**src/core/cit_pkg.sv**
```systemverilog
// Package for the card interface timer: register map, fields, types
package cit_pkg;

  localparam int unsigned CIT_ADDR_W = 12;
  localparam int unsigned CIT_CNT_W = 24;
  localparam int unsigned CIT_MODE_W = 4;

  localparam logic [CIT_ADDR_W-1:0] CIT_CTRL_OFF = 12'h028;
  localparam logic [CIT_ADDR_W-1:0] CIT_STAT_OFF = 12'h02c;

  // Control register field layout
  localparam int unsigned CIT_CNT_LSB = 0;
  localparam int unsigned CIT_CNT_MSB = 23;
  localparam int unsigned CIT_MODE_LSB = 24;
  localparam int unsigned CIT_MODE_MSB = 27;

  // Status register field layout
  localparam int unsigned CIT_STAT_COUNTING_BIT = 24;
  localparam int unsigned CIT_STAT_ARMED_BIT = 25;

  localparam logic [31:0] CIT_CTRL_RESET = 32'h0000_0000;
  localparam logic [CIT_CNT_W-1:0] CIT_CNT_ZERO = 24'h00_0000;
  localparam logic [CIT_CNT_W-1:0] CIT_CNT_ONE = 24'h00_0001;

  // Operation modes
  localparam logic [CIT_MODE_W-1:0] CIT_MODE_ONESHOT_EN = 4'h0;
  localparam logic [CIT_MODE_W-1:0] CIT_MODE_ONESHOT_ANY = 4'h1;
  localparam logic [CIT_MODE_W-1:0] CIT_MODE_ONESHOT_RX = 4'h2;
  localparam logic [CIT_MODE_W-1:0] CIT_MODE_ANSWER_WAIT = 4'h3;
  localparam logic [CIT_MODE_W-1:0] CIT_MODE_RELOAD_EN = 4'h4;
  localparam logic [CIT_MODE_W-1:0] CIT_MODE_RELOAD_ANY = 4'h5;
  localparam logic [CIT_MODE_W-1:0] CIT_MODE_RELOAD_RX = 4'h6;

  typedef struct packed {
    logic [CIT_MODE_W-1:0] timer_op_select;
    logic [CIT_CNT_W-1:0] reload_count;
  } cit_ctrl_s;

  typedef struct packed {
    logic rx_start;
    logic tx_start;
    logic answer_received;
  } cit_evt_s;

  typedef enum logic [1:0] {
    CIT_IDLE,
    CIT_ARMED,
    CIT_COUNT,
    CIT_DONE
  } cit_state_e;

endpackage

```
**src/core/cit_sync.sv**
```systemverilog
// Three-stage input synchroniser with agreement filter
`timescale 1ns/100ps
`default_nettype none
module cit_sync (
  input wire logic pclk,
  input wire logic presetn,
  input wire logic async_in,
  output logic sync_out
);
  logic s1_r;
  logic s2_r;
  logic s3_r;

  always_ff @(posedge pclk or negedge presetn) begin
    if (!presetn) begin
      s1_r <= 1'b0;
      s2_r <= 1'b0;
      s3_r <= 1'b0;
    end else begin
      s1_r <= async_in;
      s2_r <= s1_r;
      s3_r <= s2_r;
    end
  end

  // Level only moves once stages two and three agree
  always_ff @(posedge pclk or negedge presetn) begin
    if (!presetn) begin
      sync_out <= 1'b0;
    end else if (s2_r == s3_r) begin
      sync_out <= s3_r;
    end
  end
endmodule // cit_sync
`default_nettype wire

```
**src/core/cit_timer0.sv**
```systemverilog
// Card interface timer 0: 24-bit down counter with APB control register
//
// Notes on behaviour
// - 24-bit down counter, four-bit mode field
// - Timeout equals reload count plus one
// - Mode 0 counts once run-enable set
// - Modes 0-2 zero: flag, clear run-enable
// - Mode 1 starts on rx or tx start
// - Mode 2 starts on received start only
// - Mode 3 only for activation, warm reset
// - Mode 3 counts from reset deassert
// - Mode 3 expiry: flag, clear run-enable
// - Mode 3 answer first: clear, no flag
// - Mode 4 zero: flag, reload, keep counting
// - Live reload takes new count at zero
// - Mode 5 zero: flag, reload, await start
// - Mode 6 zero: flag, reload, await rx start
// - Start-bit reload modes re-arm until run-enable cleared
// - Control register resets to all zeros
`timescale 1ns/100ps
`default_nettype none
module cit_timer0
  import cit_pkg::*;
(
  input wire logic pclk,
  input wire logic presetn,
  input wire logic psel,
  input wire logic penable,
  input wire logic pwrite,
  input wire logic [CIT_ADDR_W-1:0] paddr,
  input wire logic [31:0] pwdata,
  output logic [31:0] prdata,
  output logic pready,
  output logic pslverr,
  input wire logic timer_run_enable,
  input wire logic live_reload_enable,
  input wire logic count_tick,
  input wire logic rx_start_bit,
  input wire logic tx_start_bit,
  input wire logic answer_received,
  input wire logic card_reset_line,
  output logic timer_expired_flag,
  output logic timer_run_clear,
  output logic timer_counting
);

  cit_ctrl_s ctrl_r;
  cit_state_e state_r;
  logic [CIT_CNT_W-1:0] cnt_r;
  logic [CIT_CNT_W-1:0] shadow_r;
  logic [31:0] prdata_r;
  logic rst_lvl;
  logic rst_lvl_d_r;
  logic rst_release;
  logic setup_ph;
  logic access_ph;
  logic addr_ok;
  logic wr_ctrl;
  logic trigger;
  logic at_zero;
  logic expire;
  logic answer_end;
  logic oneshot_mode;
  logic [CIT_CNT_W-1:0] reload_val;
  cit_evt_s evt;

  // Card reset line arrives from the pin side
  cit_sync u_rst_sync (
    .pclk(pclk),
    .presetn(presetn),
    .async_in(card_reset_line),
    .sync_out(rst_lvl)
  );

  always_ff @(posedge pclk or negedge presetn) begin
    if (!presetn) begin
      rst_lvl_d_r <= 1'b0;
    end else begin
      rst_lvl_d_r <= rst_lvl;
    end
  end

  assign rst_release = rst_lvl & ~rst_lvl_d_r;
  assign evt = '{rx_start: rx_start_bit, tx_start: tx_start_bit,
                 answer_received: answer_received};

  // APB: zero wait states, read data captured in setup phase
  assign setup_ph = psel & ~penable;
  assign access_ph = psel & penable;
  assign addr_ok = (paddr == CIT_CTRL_OFF) || (paddr == CIT_STAT_OFF);
  assign pready = 1'b1;
  assign pslverr = access_ph & ~addr_ok;
  assign prdata = prdata_r;
  assign wr_ctrl = access_ph & pwrite & (paddr == CIT_CTRL_OFF);

  always_ff @(posedge pclk or negedge presetn) begin
    if (!presetn) begin
      ctrl_r <= CIT_CTRL_RESET[CIT_MODE_MSB:CIT_CNT_LSB];
    end else if (wr_ctrl) begin
      // Reserved bits are never stored
      ctrl_r <= pwdata[CIT_MODE_MSB:CIT_CNT_LSB];
    end
  end

  always_ff @(posedge pclk or negedge presetn) begin
    if (!presetn) begin
      prdata_r <= CIT_CTRL_RESET;
    end else if (setup_ph && !pwrite) begin
      prdata_r <= CIT_CTRL_RESET;
      if (paddr == CIT_CTRL_OFF) begin
        prdata_r[CIT_MODE_MSB:CIT_CNT_LSB] <= ctrl_r;
      end else if (paddr == CIT_STAT_OFF) begin
        prdata_r[CIT_CNT_MSB:CIT_CNT_LSB] <= cnt_r;
        prdata_r[CIT_STAT_COUNTING_BIT] <= (state_r == CIT_COUNT);
        prdata_r[CIT_STAT_ARMED_BIT] <= (state_r == CIT_ARMED);
      end
    end
  end

  // Start condition while armed, per mode
  always_comb begin
    trigger = 1'b0;
    case (ctrl_r.timer_op_select)
      CIT_MODE_ONESHOT_ANY, CIT_MODE_RELOAD_ANY: begin
        trigger = evt.rx_start | evt.tx_start;
      end
      CIT_MODE_ONESHOT_RX, CIT_MODE_RELOAD_RX: begin
        trigger = evt.rx_start;
      end
      CIT_MODE_ANSWER_WAIT: begin
        trigger = rst_release;
      end
      default: begin
        trigger = 1'b0;
      end
    endcase
  end

  assign oneshot_mode = (ctrl_r.timer_op_select == CIT_MODE_ONESHOT_EN) ||
                        (ctrl_r.timer_op_select == CIT_MODE_ONESHOT_ANY) ||
                        (ctrl_r.timer_op_select == CIT_MODE_ONESHOT_RX) ||
                        (ctrl_r.timer_op_select == CIT_MODE_ANSWER_WAIT);
  assign at_zero = (cnt_r == CIT_CNT_ZERO);
  // Zero state lasts one tick, giving reload count plus one ticks
  assign expire = (state_r == CIT_COUNT) & count_tick & at_zero;
  // Expiry wins when the answer lands on the very expiring tick
  assign answer_end = (state_r == CIT_COUNT) & evt.answer_received & ~expire &
                      (ctrl_r.timer_op_select == CIT_MODE_ANSWER_WAIT);
  // Without live reload, the count latched at start is reused
  assign reload_val = live_reload_enable ? ctrl_r.reload_count : shadow_r;

  always_ff @(posedge pclk or negedge presetn) begin
    if (!presetn) begin
      state_r <= CIT_IDLE;
    end else if (!timer_run_enable) begin
      state_r <= CIT_IDLE;
    end else begin
      case (state_r)
        CIT_IDLE: begin
          case (ctrl_r.timer_op_select)
            CIT_MODE_ONESHOT_EN, CIT_MODE_RELOAD_EN: begin
              state_r <= CIT_COUNT;
            end
            CIT_MODE_ONESHOT_ANY, CIT_MODE_ONESHOT_RX, CIT_MODE_ANSWER_WAIT,
            CIT_MODE_RELOAD_ANY, CIT_MODE_RELOAD_RX: begin
              state_r <= CIT_ARMED;
            end
            default: begin
              state_r <= CIT_IDLE;
            end
          endcase
        end
        CIT_ARMED: begin
          if (trigger) begin
            state_r <= CIT_COUNT;
          end
        end
        CIT_COUNT: begin
          if (answer_end) begin
            state_r <= CIT_DONE;
          end else if (expire) begin
            if (oneshot_mode) begin
              state_r <= CIT_DONE;
            end else if (ctrl_r.timer_op_select == CIT_MODE_RELOAD_EN) begin
              state_r <= CIT_COUNT;
            end else if (ctrl_r.timer_op_select == CIT_MODE_RELOAD_RX) begin
              state_r <= CIT_ARMED;
            end else begin
              state_r <= CIT_ARMED;
            end
          end
        end
        CIT_DONE: begin
          // Hold until the enable really drops, so no restart
          state_r <= CIT_DONE;
        end
        default: begin
          state_r <= CIT_IDLE;
        end
      endcase
    end
  end

  always_ff @(posedge pclk or negedge presetn) begin
    if (!presetn) begin
      cnt_r <= CIT_CNT_ZERO;
      shadow_r <= CIT_CNT_ZERO;
    end else if (timer_run_enable && state_r == CIT_IDLE) begin
      cnt_r <= ctrl_r.reload_count;
      shadow_r <= ctrl_r.reload_count;
    end else if (expire) begin
      cnt_r <= reload_val;
    end else if (state_r == CIT_COUNT && count_tick) begin
      cnt_r <= cnt_r - CIT_CNT_ONE;
    end
  end

  always_ff @(posedge pclk or negedge presetn) begin
    if (!presetn) begin
      timer_expired_flag <= 1'b0;
      timer_run_clear <= 1'b0;
    end else begin
      timer_expired_flag <= expire;
      timer_run_clear <= answer_end | (expire & oneshot_mode);
    end
  end

  assign timer_counting = (state_r == CIT_COUNT);
endmodule // cit_timer0
`default_nettype wire

```
**config.mk**
```make
export PLATFORM = sky130hd
export DESIGN_NAME = cit_timer0
export DESIGN_NICKNAME = d
export VERILOG_FILES = /design/src/core/cit_pkg.sv /design/src/core/cit_sync.sv /design/src/core/cit_timer0.sv
export SDC_FILE = /design/constraint.sdc
export NUM_CORES = 1
export LEC_CHECK = 0
export ABC_AREA = 1
export CORE_ASPECT_RATIO = 1.1
export CORE_MARGIN = 2
export CORE_UTILIZATION = 65
export CTS_CLUSTER_SIZE = 24
export DETAILED_ROUTE_END_ITERATION = 8
export DONT_BUFFER_PORTS = 1
export PLACE_DENSITY = 0.91
export SYNTH_ARGS = -nofsm -noshare
export SYNTH_HDL_FRONTEND = slang
export SYNTH_SLANG_ARGS = --single-unit
```
**constraint.sdc**
```tcl
create_clock -name pclk -period 2.8 [get_ports pclk]
set_input_delay 0.28 -clock pclk [delete_from_list [all_inputs] [get_ports pclk]]
set_output_delay 0.28 -clock pclk [all_outputs]
set_load 0.02 [all_outputs]
```
==> out/results.txt <==
Status -> finished clean
Vias in the first global route -> 6124
Inst Count DP -> 933
H-tree Lvls -> 4
Row cnt -> 37
Vias per cell -> 5.96
Total number of vias -> 5942
M3 GR Usage -> 7.30%
Reg area -> 2830 sq um
Synth Warn # -> 0
Most frequent cells in the layout -> 262 x nand2_1, 113 x dfrtp_1, 105 x inv_1, 88 x nor2_1, 64 x o21ai_0
Share of cells above drive strength 1 -> 6.36%
Commonest non-fill, non-tap cell in the layout -> nand2_1
Synth Area per Inst -> 7.28 sq um
Synth Register Bits -> 113
Leakage dissipation -> 3.70 nW
Worst EP arrival -> 2.52 ns
Register area share after synthesis -> 46.1%
Cell family with most CP delay -> simple AND/OR/NAND/NOR gates
Multi-input logic area -> 2690 sq um
Clock Latency Late Sink -> 0.52 ns
Area grow syn2layout -> 15.0%
Num CTS Buffers -> 17
RSZ-0062 raised after global routing -> false
Port bufs -> 0
Root buf cell -> clkbuf_8
TritonCTS clock tree -> built
Post-DP HPWL -> 10200 microns
Count of buffer and inverter cells on the critical path -> 2
FMAX -> 471 MHz
Netlist cell types -> 37
Setup Skew -> 0.00771 ns
Post_cts resized -> 0
Worst path max stage delay -> 0.37 ns
Remaining DRCs -> 0
Die Wd -> 96.6 microns
IO Count -> 93
Max Cap Violations -> 0
GRT Overall Usage -> 34.5%
Starting Density -> 66.3%
Max-slew headroom -> 28.1%
Initial antenna violation count -> 0
Final hold vios -> 0
Setup TNS -> 0 ns
Sink Count -> 113
Worst-case vdd ir drop -> 0.000437 V
Crit path capture type -> flop
Worst-path fanout max -> 27
Fin crit period -> 2.12 ns
Worst hold path type -> in2reg
Critical path class -> reg2reg
Worst-path cell chain -> inv_1 > ha_1 > nand2_1 > nor2_1 > nand2_1 > nor2_2 > nand2_4 > clkinv_2 > nand2_1 > nand3_1 > nand3_1
Congestion Overflow GR -> 0
Clk pin slew, worst setup/hold paths -> 0.05 ns
# diodes -> 0
WL final -> 16900 microns
Largest net degree at the start of global routing -> 114
Die Area -> 10200 sq um
Worst-Margin Slew -> 1.08 ns
Core area -> 9260 sq um
Critical-path top delay cell -> dfrtp_1
Critical Path RT -> 3.20 ns
Synth top area share -> 46.1%
Startpoint types -> flop
Met2 usage -> 59.3%
First-pass GRT wire length -> 28400 microns
Mapped Area -> 6140 sq um
Largest cells by area after synthesis -> dfrtp_1 46%, nand2_1 16%, inv_1 6.4%, nor2_1 5.4%, o21ai_0 5.2%
Final #Nets -> 927
Gpl congestion -> 0.982
Total setup buffers inserted after CTS -> 0
Largest area contributor in the netlist -> dfrtp_1
TritonRoute pass-1 iters -> 5
CP dominant cell by count -> nand2_1
Tcrit/Tclk final -> 75.8%
Non-filler instance count after layout -> 997
Detail Route Antenna Nets -> 0
Setup Viol. Count Final -> 0
Die H -> 106 microns
GR peak layer -> met2
Fin. max-slew vios -> 0
Fillers -> 674
Syn Inst Count -> 843
WL/cell -> 16.9 microns
Power per cell area -> 787 nW/um^2
Grt met1 use -> 41.7%
DR iter-0 viols -> 495
Clock tree buffer depth -> 2
cells in the mapped netlist, drive strengths merged:
cell type	instances
a21boi	1
a21oi	36
buf	19
clkbuf	18
clkinv	2
conb	2
dfrtp	113
ha	2
inv	110
maj3	1
mux2	4
nand2	264
nand3	35
nand3b	2
nand4	14
nor2	93
nor3	5
o2111ai	2
o211ai	3
o21ai	73
o21bai	6
o22ai	31
o31ai	2
xnor2	1
xor2	4
cell type report:
class,instances,area share [%]
clock buffers,24,6.81
clock inverters,6,1.13
inverters,112,5.97
multi-input cells,584,38.1
flip-flops and latches,113,40.1
well taps,117,2.07
repair buffers,41,5.81
flip-flops by register name, summed over array words and instances, names as in the netlist:
register and cells:
prdata 28, u_rst_sync.sync_out 1, u_rst_sync.s3_r 1, u_rst_sync.s1_r 1
state_r 2, ctrl_r 28, timer_run_clear 1, timer_expired_flag 1
rst_lvl_d_r 1, cnt_r 24, u_rst_sync.s2_r 1, shadow_r 24
routing by layer:
metal	wire length (microns)	share of wire, %
met5	0	0
met4	494	2.9
met3	1160	6.9
met2	8670	51
met1	6520	39
worst paths after layout:
check | from | end | slack [ns] | depth (start not counted)
setup / recovery | cnt_r[0] | cnt_r[15] | 0.68 | 11
setup reg to reg | cnt_r[0] | cnt_r[15] | 0.68 | 11
hold reg to reg | u_rst_sync.s1_r | u_rst_sync.s2_r | 0.35 | 0
max in group asynchronous | presetn | prdata[4] | 1.95 | 2
hold / removal | live_reload_enable | cnt_r[8] | 0.03 | 4
min in group asynchronous | presetn | cnt_r[3] | 0.33 | 2
logic make-up after synthesis:
kind of cell               Yosys count  synth area share (%)
buffers and inverters              149                  10.2
other                                2                 0.122
and+or+nand+nor                    413                  27.7
muxes                                4                 0.734
DFF                                113                  46.1
AOI/OAI and AO/OA                  154                  13.8
xor gates and xnor gates             5                 0.714
adders and majority gates            3                 0.571
tightest hold or removal path, delay by kind of cell:
family | cells | cell delay (ns)
AND/OR/NAND/NOR | 2 | 0.09
AO/OA/AOI/OAI | 2 | 0.13
power by group:
group,internal (mW),total (mW),switching (mW)
sequential,1.90,2.10,0.197
combinational,0.454,1.38,0.931
clock,1.34,2.07,0.728
through the flow:
step	utilization (%)	hold WS, ns	cell area [sq um]	worst slack [ns]	total power [mW]
after CTS	76.2	0.0116	7060	0.679	5.52
after global placement	66.3	-0.0119	6140	0.779	3.27
after floorplan	-	-0.0156	6150	1.16	3.05
after detailed placement	66.3	-0.0120	6140	0.701	3.36
after global routing	76.2	0.0409	7060	0.427	5.86
final	76.2	0.0264	7060	0.677	5.56
what timing repair did:
| item | CTS | global route |
|---|---|---|
| hold endpoints to repair | 145 | 0 |
| endpoints found under the setup margin | 0 | 0 |
| hold buffers | 34 | 0 |
No activity file was read; power rests on OpenSTA's default activity.
